<file path="src/hdl/mbx_pkg.sv">
// package: opcodes, widths and timing of the move/branch executor
package mbx_pkg;
  localparam int DATA_W = 8;
  localparam int PC_W = 10;
  localparam int REG_AW = 6;
  localparam int SFR_AW = 4;
  localparam int STACK_D = 8;
  localparam int SP_W = 3;
  // operation select from the fetch stage
  typedef enum logic [2:0] {
    MBX_NOP = 3'h0,
    MBX_WRITE_SPECIAL_PAGE = 3'h1,
    MBX_SUBROUTINE_CALL = 3'h2,
    MBX_ABSOLUTE_JUMP = 3'h3,
    MBX_LOAD_IMMEDIATE_WORK = 3'h4,
    MBX_STORE_WORK_TO_REG = 3'h5,
    MBX_REGISTER_MOVE = 3'h6,
    MBX_SUBROUTINE_RETURN = 3'h7
  } mbx_op_t;
  localparam int BRANCH_CYCLES = 2;
  localparam logic [PC_W-1:0] PC_RESET = 10'h000;
  localparam logic [DATA_W-1:0] WORK_RESET = 8'h00;
  localparam logic [DATA_W-1:0] REG_RESET = 8'h00;
endpackage

</file>
<file path="src/hdl/mbx_stack.sv">
// hardware return-address stack
`timescale 1ns/1ps
module mbx_stack
  import mbx_pkg::*;
#(
  parameter int DEPTH = STACK_D,
  parameter int AW = SP_W
) (
  input wire logic core_clk,
  input wire logic rstn,
  input wire logic push,
  input wire logic pop,
  input wire logic [PC_W-1:0] push_addr,
  output logic [PC_W-1:0] top_addr,
  output logic [AW-1:0] level
);
  logic [PC_W-1:0] mem_r [DEPTH];
  logic [PC_W-1:0] mem_nxt [DEPTH];
  logic [AW-1:0] sp_r;
  logic [AW-1:0] sp_nxt;

  always_comb begin
    mem_nxt = mem_r;
    sp_nxt = sp_r;
    if (push) begin
      mem_nxt[sp_r] = push_addr;
      sp_nxt = sp_r + 1'b1;
    end else if (pop) begin
      sp_nxt = sp_r - 1'b1;
    end
  end

  always_ff @(posedge core_clk or negedge rstn) begin
    if (!rstn) begin
      sp_r <= '0;
      for (int i = 0; i < DEPTH; i++) begin
        mem_r[i] <= PC_RESET;
      end
    end else begin
      sp_r <= sp_nxt;
      mem_r <= mem_nxt;
    end
  end

  assign top_addr = mem_r[sp_r - 1'b1];
  assign level = sp_r;
endmodule // mbx_stack

</file>
<file path="src/hdl/mbx_core.sv">
// executor for move, jump, call and return operations
`timescale 1ns/1ps
//
// Contract
// - special-page write copies working register to special register 0..15, one cycle.
// - call pushes next address, loads 10-bit target into pc, two cycles.
// - jump loads 10-bit target into pc, stack untouched, two cycles.
// - load immediate puts 8-bit literal in working register, flags unchanged.
// - store writes working register to data register 0..63, one cycle.
// - register move sends register to work (d=0) or back (d=1).
// - register move updates zero flag, allowing a zero test in place.
// - return reloads pc from stack top and pops it, two cycles.
module mbx_core
  import mbx_pkg::*;
(
  input wire logic core_clk,
  input wire logic rstn,
  // decoded instruction offered by the fetch stage
  input wire logic instr_valid,
  input wire mbx_op_t instr_op,
  input wire logic [PC_W-1:0] instr_target,
  input wire logic [DATA_W-1:0] instr_literal,
  input wire logic [REG_AW-1:0] instr_reg_addr,
  input wire logic [SFR_AW-1:0] instr_sfr_idx,
  input wire logic instr_dest,
  // handshake and architectural state
  output logic instr_ready,
  output logic [PC_W-1:0] program_counter,
  output logic [DATA_W-1:0] working_register,
  output logic zero_flag,
  // special-page write port, one strobe per write
  output logic [SFR_AW-1:0] sfr_wr_idx,
  output logic [DATA_W-1:0] sfr_wr_data,
  output logic sfr_wr_en,
  // observation only
  output logic [SP_W-1:0] stack_level,
  output logic [DATA_W-1:0] reg_rd_data
);
  localparam int NREG = 1 << REG_AW;

  // run takes one operation per edge; flush drops the word behind a branch
  typedef enum logic {
    MBX_RUN,
    MBX_FLUSH
  } mbx_state_t;

  ////////////////////////////////////////////////////////////////////////////
  // helpers

  // next sequential address; a call pushes the value it would step to
  function automatic logic [PC_W-1:0] step_pc(
    input logic [PC_W-1:0] pc
  );
    return pc + 10'h001;
  endfunction

  // operations that refill the fetch stage and cost a second cycle
  function automatic logic is_branch(input mbx_op_t op);
    return op inside {MBX_SUBROUTINE_CALL, MBX_ABSOLUTE_JUMP,
      MBX_SUBROUTINE_RETURN};
  endfunction

  ////////////////////////////////////////////////////////////////////////////
  // state

  // sequencing
  mbx_state_t state_r;
  mbx_state_t state_nxt;
  // architectural state
  logic [PC_W-1:0] pc_r;
  logic [PC_W-1:0] pc_nxt;
  logic [DATA_W-1:0] work_r;
  logic [DATA_W-1:0] work_nxt;
  logic zero_r;
  logic zero_nxt;
  // data register file
  logic [DATA_W-1:0] regs_r [NREG];
  logic [DATA_W-1:0] regs_nxt [NREG];
  // special-page write port
  logic [SFR_AW-1:0] sfr_idx_r;
  logic [SFR_AW-1:0] sfr_idx_nxt;
  logic [DATA_W-1:0] sfr_data_r;
  logic [DATA_W-1:0] sfr_data_nxt;
  logic sfr_en_r;
  logic sfr_en_nxt;
  // stack controls
  logic push;
  logic pop;
  logic [PC_W-1:0] top_addr;
  logic [DATA_W-1:0] moved;
  logic take;

  // ready drops for the flush cycle only; nothing else stalls the core
  assign take = instr_valid && (state_r == MBX_RUN);
  assign instr_ready = (state_r == MBX_RUN);
  assign moved = regs_r[instr_reg_addr];

  ////////////////////////////////////////////////////////////////////////////
  // return stack

  // depth is fixed: a ninth nested call wraps the pointer and overwrites
  // the oldest return address, and a return with nothing pushed reads
  // the deepest slot; software must keep nesting within the depth
  mbx_stack #(.DEPTH(STACK_D), .AW(SP_W)) u_stack (
    .core_clk(core_clk),
    .rstn(rstn),
    .push(push),
    .pop(pop),
    .push_addr(step_pc(pc_r)),
    .top_addr(top_addr),
    .level(stack_level)
  );

  ////////////////////////////////////////////////////////////////////////////
  // execution

  always_comb begin
    state_nxt = MBX_RUN;
    pc_nxt = pc_r;
    work_nxt = work_r;
    zero_nxt = zero_r;
    regs_nxt = regs_r;
    sfr_idx_nxt = sfr_idx_r;
    sfr_data_nxt = sfr_data_r;
    sfr_en_nxt = 1'b0;
    push = 1'b0;
    pop = 1'b0;
    // defaults hold state; the special-page strobe lasts one cycle
    if (take) begin
      if (!is_branch(instr_op)) begin
        pc_nxt = step_pc(pc_r);
      end
      unique case (instr_op)
        MBX_NOP: begin
          // only the address steps
        end
        MBX_WRITE_SPECIAL_PAGE: begin
          sfr_idx_nxt = instr_sfr_idx;
          sfr_data_nxt = work_r;
          sfr_en_nxt = 1'b1;
        end
        MBX_SUBROUTINE_CALL: begin
          push = 1'b1;
          pc_nxt = instr_target;
          state_nxt = MBX_FLUSH;
        end
        MBX_ABSOLUTE_JUMP: begin
          pc_nxt = instr_target;
          state_nxt = MBX_FLUSH;
        end
        MBX_LOAD_IMMEDIATE_WORK: begin
          work_nxt = instr_literal;
        end
        MBX_STORE_WORK_TO_REG: begin
          regs_nxt[instr_reg_addr] = work_r;
        end
        MBX_REGISTER_MOVE: begin
          // d=1 rewrites the same value, so only the zero flag moves
          if (instr_dest) begin
            regs_nxt[instr_reg_addr] = moved;
          end else begin
            work_nxt = moved;
          end
          zero_nxt = (moved == 8'h00);
        end
        MBX_SUBROUTINE_RETURN: begin
          pop = 1'b1;
          pc_nxt = top_addr;
          state_nxt = MBX_FLUSH;
        end
      endcase
    end else if (state_r == MBX_FLUSH) begin
      // the word fetched behind a branch is dropped here
      state_nxt = MBX_RUN;
    end else begin
      state_nxt = state_r;
    end
  end

  always_ff @(posedge core_clk or negedge rstn) begin
    if (!rstn) begin
      state_r <= MBX_RUN;
      pc_r <= PC_RESET;
      work_r <= WORK_RESET;
      zero_r <= 1'b0;
      sfr_idx_r <= '0;
      sfr_data_r <= '0;
      sfr_en_r <= 1'b0;
      // cleared so a zero test right after reset is defined
      for (int i = 0; i < NREG; i++) begin
        regs_r[i] <= REG_RESET;
      end
    end else begin
      state_r <= state_nxt;
      pc_r <= pc_nxt;
      work_r <= work_nxt;
      zero_r <= zero_nxt;
      sfr_idx_r <= sfr_idx_nxt;
      sfr_data_r <= sfr_data_nxt;
      sfr_en_r <= sfr_en_nxt;
      regs_r <= regs_nxt;
    end
  end

  ////////////////////////////////////////////////////////////////////////////
  // outputs

  assign program_counter = pc_r;
  assign working_register = work_r;
  assign zero_flag = zero_r;
  assign sfr_wr_idx = sfr_idx_r;
  assign sfr_wr_data = sfr_data_r;
  assign sfr_wr_en = sfr_en_r;
  // combinational view of the addressed register, for observation
  assign reg_rd_data = moved;
endmodule // mbx_core

</file>
<file path="config.mk">
export PLATFORM = sky130hd
export DESIGN_NAME = mbx_core
export DESIGN_NICKNAME = d
export VERILOG_FILES = /design/src/hdl/mbx_pkg.sv /design/src/hdl/mbx_stack.sv /design/src/hdl/mbx_core.sv
export SDC_FILE = /design/constraint.sdc
export NUM_CORES = 1
export LEC_CHECK = 0
export BUFFER_PORTS_ARGS = -buffer_cell sky130_fd_sc_hd__buf_2
export CAP_MARGIN = 30
export CELL_PAD_IN_SITES_DETAIL_PLACEMENT = 1
export CELL_PAD_IN_SITES_GLOBAL_PLACEMENT = 1
export CORE_UTILIZATION = 53
export CTS_CLUSTER_SIZE = 25
export DETAILED_ROUTE_END_ITERATION = 10
export PLACE_DENSITY_LB_ADDON = 0.12
export SYNTH_ARGS = -nofsm -noshare
export SYNTH_HDL_FRONTEND = slang
export SYNTH_HIERARCHICAL = 1
export SYNTH_SLANG_ARGS = --single-unit
</file>
<file path="constraint.sdc">
create_clock -name core_clk -period 3.3 [get_ports core_clk]
set_input_delay 0.165 -clock core_clk [delete_from_list [all_inputs] [get_ports core_clk]]
set_output_delay 0.165 -clock core_clk [all_outputs]
set_load 0.005 [all_outputs]
</file>
After elaboration in Yosys (flattened, before gate mapping)
Index checks and enable logic that the tools add are counted.
{ "word_totals": {"elab_cells": 146, "reg_bits": 628, "out_inout_bits": 44} }
{ "classes": {"n_eq_ne": 10, "mux": 29, "n_addsub": 3, "n_lt_le_gt_ge": 5, "reduce_logical": 15, "n_bitwise": 4} }
{ "op_table": {"columns": ["operator", "count"], "rows": [
  ["$bwmux 512", 2],
  ["$pmux 512 s2", 1],
  ["$mux 512", 1],
  ["$bwmux 80", 1],
  ["$bmux 8 s6", 1],
  ["$demux 8 s6", 1],
  ["$mux 10", 4],
  ["$mux 8", 4],
  ["$bmux 10 s3", 1],
  ["$demux 10 s3", 1],
  ["$pmux 10 s2", 1],
  ["$pmux 8 s2", 1],
  ["$eq 3x3->1 const B", 4],
  ["$add 10x1->10 const B", 1],
  ["$ge 4x4->1 const B", 2],
  ["$logic_not 8->1", 1],
  ["$mux 1", 8],
  ["$not 3->4", 2],
  ["$ge 7x7->1 const B", 1],
  ["$lt 7x1->1 const B", 1],
  ["$not 6->7", 1],
  ["$eq 3x2->1 const B", 2],
  ["$mux 3", 2],
  ["$reduce_and 2->1", 3],
  ["other kinds (13)", 19]
]} }

Depth between registers and ports, before layout
Gate-level depths: netlist (run 1).
{ "depth": {"word_depth": 8, "mapped_depth": 13} }

Cells and area by module
The synthesis (run 1) kept the hierarchy.
{ "modules_own_cells": {"columns": ["mod", "cells_per_inst", "instances", "seq_area_each_um2", "area_each_um2"], "rows": [
  ["mbx_core", 1882, 1, 13638.1, 25485.7],
  ["mbx_stack", 299, 1, 2077.0, 4113.9]
]} }

Least setup slack after synthesis (run 1)
OpenSTA, ideal clock, no wires.
{ "synth_timing": {"path_kind": "register to register", "from": "register regs_r[257] (netlist name)", "to": "register regs_r[105] (netlist name)", "required_time_ns": 3.175, "period_less_slack_ns": 2.708, "slack_ns": 0.592, "t_arrival_ns": 2.583, "stages_incl_launch_ff": 9, "cell_sequence": "dfrtp_1 > mux2_2 > a32o_1 > o31a_1 > a2111o_1 > or4_4 > mux2_4 > buf_6 > mux2_2"} }
{ "synth_via": {"elab_chain_cells": 6} }
{ "synth_rtl": {"columns": ["element", "line", "text"], "rows": [
  ["start: declaration", "mbx_core.sv:77", "logic [DATA_W-1:0] regs_r [NREG];"],
  ["start signal: assignment", "mbx_core.sv:201", "regs_r <= regs_nxt;"],
  ["$bmux 8 s6", "mbx_core.sv:96", "assign moved = regs_r[instr_reg_addr];"],
  ["$mux 8 (not written as such) (2 in a row)", "mbx_core.sv:96", null],
  ["net reg_rd_data[1]", "mbx_core.sv:37", "output logic [DATA_W-1:0] reg_rd_data"],
  ["$bwmux 512", "mbx_core.sv:160", "regs_nxt[instr_reg_addr] = moved;"],
  ["$mux 512", "mbx_core.sv:159", "if (instr_dest) begin"],
  ["$pmux 512 s2", "mbx_core.sv:133", "unique case (instr_op)"]
]} }
The timed path passes the listed nets, and every way through them passes these cells. The select of a mux whose other input is x is not followed.
A chain may end at the register's enable or synchronous reset.

Worst setup path after layout (run 1)
{ "layout_timing": {"from": "register regs_r[257] (netlist name)", "to": "register regs_r[129] (netlist name)"} }
{ "layout_via": {"elab_chain_cells": 6} }
{ "layout_rtl": {"columns": ["element", "line"], "rows": [
  ["$bmux 8 s6", "mbx_core.sv:96"],
  ["$mux 8 (not written as such) (2 in a row)", "mbx_core.sv:96"],
  ["$bwmux 512", "mbx_core.sv:160"],
  ["$mux 512", "mbx_core.sv:159"],
  ["$pmux 512 s2", "mbx_core.sv:133"]
]} }
Every way passes these cells. The select of a mux whose other input is x is not followed.

==> metrics.md, run 1 <==
| Metric | Value |
|---|---|
| CP max stage delay | `0.53 ns` |
| Total CTS buffers | `69` |
| Crit path launch type | `flip-flop` |
| Post-Synthesis Cells | `2,181` |
| Worst Path Required | `3.78 ns` |
| Global-route wire length before repair | `142,000 µm` |
| EDFF count, synth | `0` |
| Max Cap Viol | `0` |
| CTS root buf | `clkbuf_16` |
| Critical Path AT | `3.67 ns` |
| R2R setup slack | `0.11 ns` |
| Vias post-DR | `20,200` |
| Layout cells sized above 1 | `0.449` |
| Routed wl met3 | `5230 µm` |
| Crit. End Element | `flip-flop` |
| Post-Syn Area | `29,600 µm²` |
| CP Class | `flip-flop to flip-flop` |
| Vias per inst | `6.33` |
| Number of detailed-route iterations in the first pass | `6` |
| Most common cell in the netlist | `dfrtp_1` |
| Buffers plus inverters on the worst setup path | `0` |
| Synth top cells by count | `dfrtp_1 (628), mux2_2 (613), mux2i_1 (104)` |
| Synth async-reset ratio | `1.00` |
| Top cell by count, worst path | `mux2_2` |
| Largest net degree at the start of global routing | `100` |
| H-Tree Depth | `3` |
| Number of setup buffers added after CTS | `0` |
| Maximum vdd drop | `0.000641 V` |
| CTS Buffer Depth | `3` |
| Area leader, netlist | `dfrtp_1` |
| Total negative slack | `0 ns` |
| Routability congestion estimate | `0.889` |
| Die Footprint | `56,800 µm²` |
| ANT cells | `0` |
| CTS tree | `yes` |
| Fmax | `313 MHz` |
| R2R Path End | `regs_r[129]$_DFFE_PN0P_` |
| Core Box Area | `55,100 µm²` |
| Crit path cell chain | `mux2_2 -> a32o_1 -> o31a_1 -> a2111o_1 -> or4_4 -> mux2_4 -> mux2_2` |
| CTS sink count | `628` |
| Area share of the largest cell type after synthesis | `0.531` |
| Avg Cell Area, Syn | `13.6 µm²` |
| Critical path launch point | `regs_r[257]$_DFFE_PN0P_` |
| CP Depth | `7` |
| Io pins | `79` |
| Clk pin slew, worst setup/hold paths | `0.06 ns` |
| Final setup viols | `0` |
| R2R cell count | `7` |
| Post-Syn Nets | `2,219` |
| Min-delay worst type | `input port to flip-flop` |
| Crit-path max FO | `64` |
| Overflow after GRT | `0` |
| CP delay by family, top | `multiplexers` |
| Reg-to-Reg Start | `regs_r[257]$_DFFE_PN0P_` |
| Slowest CP cell | `mux2_4` |
| Area growth, synth to finish | `16.5%` |
| Fin nets | `2,440` |
| Pwr/cell area | `598 nW/µm²` |
| DIE HEIGHT | `238 µm` |
| Endpoints failing hold | `0` |
| Synth warnings | `6` |
| Top_reg_cell synth | `dfrtp_1` |
| Post-DP HPWL | `61,500 µm` |
| Final worst-path cycle share | `0.967` |
| Initial antenna violation count | `2` |
| Worst hold margin | `0.0291 ns` |
| DRC | `0` |
| 1st-iter DRT viols | `1,534` |
| Slew Viols, Final | `0` |
| RSZ-0062 raised after global routing | `false` |
| Static Leak | `0.0167 µW` |
| Top sig layer | `met5` |
| Total track usage | `0.335` |
| Die width | `238 µm` |
| Vias in the first global route | `22,200` |
| Post-synthesis sequential area ratio | `0.531` |
| Final Util | `0.626` |
| Metal-1 WL | `38,500 µm` |
| ANT nets after route | `0` |
| Netlist cell types | `71` |
| Wire per inst | `28.9 µm` |
| Outcome | `finished clean` |
| Routed Wire Length | `92,200 µm` |
| Post-route setup slack | `0.108 ns` |
| Pwr Total | `20,600 µW` |
| Clk_lat worst skew | `0.61 ns` |
| Worst setup path endpoint | `regs_r[129]$_DFFE_PN0P_` |
| DR WL met2 | `44,700 µm` |
| Period minus WS final | `3.19 ns` |
| Initial core utilization | `0.537` |
| Worst-Margin Slew | `0.930 ns` |
| Synthesis-stage register bit count | `628` |
| Port bufs | `78` |
| Clock skew | `0.0185 ns` |
| Placement Rows | `86` |
| Slew headroom | `0.379` |
| Synth area leaders | `dfrtp_1 (53%), mux2_2 (23%), mux2i_1 (3.5%), mux4_2 (3.3%), mux2_4 (1.6%)` |
| Pre-CTS setup slack | `-0.147 ns` |
-- cells in the final DEF, fill, tap and decap left out, drive strengths merged, types with 40 or more instances in the layout --
cell type / n
a221oi: 40
buf: 285
clkbuf: 101
dfrtp: 628
mux2: 644
mux2i: 104
mux4: 44
nand2: 82
nand3: 54
nor2: 89
o21ai: 48
-- worst reg2reg max path, cell delays in order (launching register included) --
cell and delay, ns:
dfrtp_1 0.40, mux2_2 0.28, a32o_1 0.22, o31a_1 0.32, a2111o_1 0.43, or4_4 0.49, mux2_4 0.53, mux2_2 0.42
-- sequential cells by signal (all words and copies together) (netlist names) --
name	cells
u_stack/level	3
program_counter	10
sfr_wr_data	8
zero_flag	1
working_register	8
state_r	1
sfr_wr_en	1
regs_r	512
sfr_wr_idx	4
u_stack/mem_r	80
-- through the flow --
stage	instance area [µm²]	instances
2_1_floorplan	29600	2181
3_3_place_gp	32200	3064
3_5_place_dp	32200	3064
4_1_cts	34500	3192
5_1_grt	34500	3192
6_report	34500	3192
-- logic make-up after synthesis --
family,after synthesis,share of synthesized area
AOI/OAI and AO/OA,245,0.0603
xor gates and xnor gates,12,0.00355
adders and majority gates,3,0.00127
buffers and inverters,165,0.0276
DFF,628,0.531
muxes,792,0.318
and+or+nand+nor,336,0.0588
-- per-layer routing --
layer / global-route usage / vias to the layer above
met2: 0.541 / 710
met5: 0 / -
li1: - / 8500
met4: 0.139 / 2
met3: 0.0576 / 198
met1: 0.448 / 10800
-- how the worst min path moves through the flow --
| stage | startpoint | endpoint | slack (ns) | cells after the start |
|---|---|---|---|---|
| global placement | rstn | u_stack/mem_r[24]$_DFFE_PN0P_ | 0.24 | 1 |
| detailed placement | rstn | u_stack/mem_r[64]$_DFFE_PN0P_ | 0.25 | 1 |
| CTS | instr_target[7] | program_counter[7]$_DFFE_PN0P_ | 0.0003 | 5 |
| finish | instr_target[8] | program_counter[8]$_DFFE_PN0P_ | 0.03 | 5 |
| global route | instr_target[9] | program_counter[9]$_DFFE_PN0P_ | 0.06 | 5 |
| floorplan | rstn | program_counter[0]$_DFFE_PN0P_ | -0.13 | 0 |
-- where the power goes --
part           switching, µW  internal, µW
Sequential               482          8360
Combinational           2550          1780
Clock                   3080          4350
Total                   6110         14500
-- what timing repair did --
action                     CTS  global route
cloned                       0             0
resized for setup            1             2
setup endpoints to repair    1             3
hold buffers                15             0
pin swaps                    0             0
hold endpoints to repair    86             0
-- layout make-up --
class	instances	area, µm²
tap	748	936
sequential	628	15700
inverter	15	56.3
clock buffer	101	2050
fill	5239	20600
clock inverter	12	92.6
multi-input combinational	1388	13100
timing repair buffer	300	2500
(Power assumes the default switching activity.)
==> run 2, diff against run 1 <==
--- a/config.mk
+++ b/config.mk
@@ -12,6 +12,7 @@
 export CORE_UTILIZATION = 53
 export CTS_CLUSTER_SIZE = 25
 export DETAILED_ROUTE_END_ITERATION = 10
+export MAX_ROUTING_LAYER = met4
 export PLACE_DENSITY_LB_ADDON = 0.12
 export SYNTH_ARGS = -nofsm -noshare
 export SYNTH_HDL_FRONTEND = slang
==> run 2 against run 1 <==
Net effect:
- count of clock-buffer cells in the layout unchanged
- flip-flop and latch count stayed put
- wire length grew 1.3%
- critical path depth rose by 1
- clock skew about the same
- largest cell class unchanged
- fmax is 1.5% lower
- hold slack improved by 0.011 ns
- clock power up 2%
- first-iteration DRC count is 0.65% lower
- utilization up 0.27 points
- non-clock buffer count rose by 17
==> metrics.md, run 2 (same netlist as run 1, synthesis figures left out) <==
| Metric | Value |
|---|---|
| CTS Buffer Depth | `3` |
| Crit. End Element | `output pin` |
| Routability congestion estimate | `0.886` |
| Vias per inst | `6.35` |
| RSZ-0062 raised after global routing | `false` |
| DRC | `0` |
| Internal power | `14,600 µW` |
| Vias post-DR | `20,400` |
| Port bufs | `78` |
| Fin nets | `2,457` |
| CTS sink count | `628` |
| Io pins | `79` |
| CP Class | `flip-flop to output pin` |
| Endpoints failing hold | `0` |
| Largest net degree at the start of global routing | `105` |
| Number of detailed-route iterations in the first pass | `5` |
| Placement Rows | `86` |
| Period minus WS final | `3.24 ns` |
| Fmax | `309 MHz` |
| Crit-path max FO | `2` |
| Static Leak | `0.0168 µW` |
| Most common cell after layout, fill and taps aside | `dfrtp_1` |
| Worst Path Required | `3.13 ns` |
| Total track usage | `0.350` |
| Slew headroom | `0.351` |
| Vias in the first global route | `22,500` |
| Initial antenna violation count | `0` |
| Pwr/cell area | `600 nW/µm²` |
| CTS root buf | `clkbuf_16` |
| Crit path launch type | `flip-flop` |
| ANT cells | `0` |
| CTS tree | `yes` |
| Overflow after GRT | `0` |
| Clk_lat worst skew | `0.61 ns` |
| Total negative slack | `0 ns` |
| Outcome | `finished clean` |
| Leading cell types in the layout, fill and taps excluded | `dfrtp_1 (628), mux2_2 (613), buf_4 (195)` |
| Global-route wire length before repair | `144,000 µm` |
| Worst-Margin Slew | `0.974 ns` |
| Clock network fraction of design power | `0.364` |
| Clock skew | `0.0181 ns` |
| 1st-iter DRT viols | `1,524` |
| Maximum vdd drop | `0.000584 V` |
| Final worst-path cycle share | `0.982` |
| Pwr Total | `20,800 µW` |
| Core Box Area | `55,100 µm²` |
| Clk pin slew, worst setup/hold paths | `0.06 ns` |
| Final setup viols | `0` |
| Post-DP HPWL | `61,600 µm` |
| Slew Viols, Final | `0` |
| Max reg flops | `512` |
| Routed Wire Length | `93,400 µm` |
| Layout cells sized above 1 | `0.452` |
| H-Tree Depth | `3` |
| Max Cap Viol | `0` |
| DIE HEIGHT | `238 µm` |
| Wire per inst | `29.1 µm` |
| Critical Path AT | `3.08 ns` |
| Die width | `238 µm` |
| Initial core utilization | `0.537` |
| Reg with most FFs | `regs_r` |
| Total CTS buffers | `69` |
| Switching power total | `6170 µW` |
| Area growth, synth to finish | `17.0%` |
| Comb pwr share | `0.210` |
| Reg power frac | `0.426` |
| ANT nets after route | `0` |
| Die Footprint | `56,800 µm²` |
| Sw Ratio | `0.297` |
| Min-delay worst type | `input port to flip-flop` |
==> run 2: changes by cell type in the layout (fill, tap and decap cells not counted) <==
| cell | delta |
|---|---|
| clkbuf_16 | +2 |
| clkbuf_8 | -4 |
| mux2i_2 | +2 |
| inv_6 | -1 |
| buf_4 | +17 |
| clkbuf_1 | +2 |
| buf_12 | -1 |
| a211oi_2 | -1 |
| dlygate4sd3_1 | +1 |
| a211oi_1 | +1 |
| mux2i_1 | -2 |
| bufinv_16 | +1 |
| clkinv_2 | +1 |
==> run 2: through the flow <==
stage                     utilization  cells  cell area [µm²]  setup slack (ns)  hold slack [ns]
final                           0.628   3210            34600            0.0586           0.0398
after global routing            0.628   3210            34600            0.0361           0.0727
after CTS                       0.628   3210            34600           0.00327           0.0130
after detailed placement        0.586   3080            32300            -0.318            0.333
after global placement          0.586   3080            32300            -0.298            0.320
after floorplan                     -   2181            29600             0.592           -0.131
==> run 2: worst max-delay path, stage by stage (launching register included) <==
cell and delay [ns]:
dfrtp_1 0.40, mux4_2 0.48, mux2i_2 0.30, o22ai_1 0.25, a221oi_2 0.31, and4_2 0.40, buf_4 0.15, inv_1 0.05
buf_2 0.12
==> run 2: what timing repair did <==
action | in CTS | in global routing
buffers inserted | 0 | 0
resized for setup | 2 | 2
setup endpoints to repair | 1 | 2
hold buffers | 16 | 0
endpoints found under the hold margin | 103 | 0
==> run 2: power by group through the flow <==
stage               sequential (µW)  clock (µW)  combinational, µW
floorplan                      8800           0               2670
global placement               8890           0               4150
detailed placement             8970           0               4290
CTS                            8830        7690               4360
global route                   8920        7970               4660
finish                         8840        7570               4370
==> run 2: path summary, 6_finish.rpt <==
kind	start	end	slack, ns	cells after the start
setup / recovery	regs_r[28]$_DFFE_PN0P_	reg_rd_data[4]	0.06	8
max in group asynchronous	rstn	regs_r[289]$_DFFE_PN0P_	1.96	3
hold reg to reg	regs_r[318]$_DFFE_PN0P_	regs_r[318]$_DFFE_PN0P_	0.50	1
setup reg to reg	regs_r[289]$_DFFE_PN0P_	regs_r[473]$_DFFE_PN0P_	0.14	7
hold / removal	instr_target[8]	program_counter[8]$_DFFE_PN0P_	0.04	5
min in group asynchronous	rstn	regs_r[95]$_DFFE_PN0P_	0.26	2
==> run 2: routing by layer <==
metal | vias to the layer above | part of all wire | GRT usage
met5 | - | 0 | -
met1 | 10900 | 0.41 | 0.450
li1 | 8546 | - | -
met2 | 700 | 0.49 | 0.557
met3 | 225 | 0.055 | 0.0532
met4 | 0 | 0.043 | 0.145
==> run 2: layout make-up <==
type | instances | area (µm²)
clock inverter | 13 | 119
sequential | 628 | 15700
fill | 5236 | 20500
clock buffer | 101 | 2050
multi-input combinational | 1388 | 13100
inverter | 15 | 56.3
tap | 748 | 936
timing repair buffer | 317 | 2620
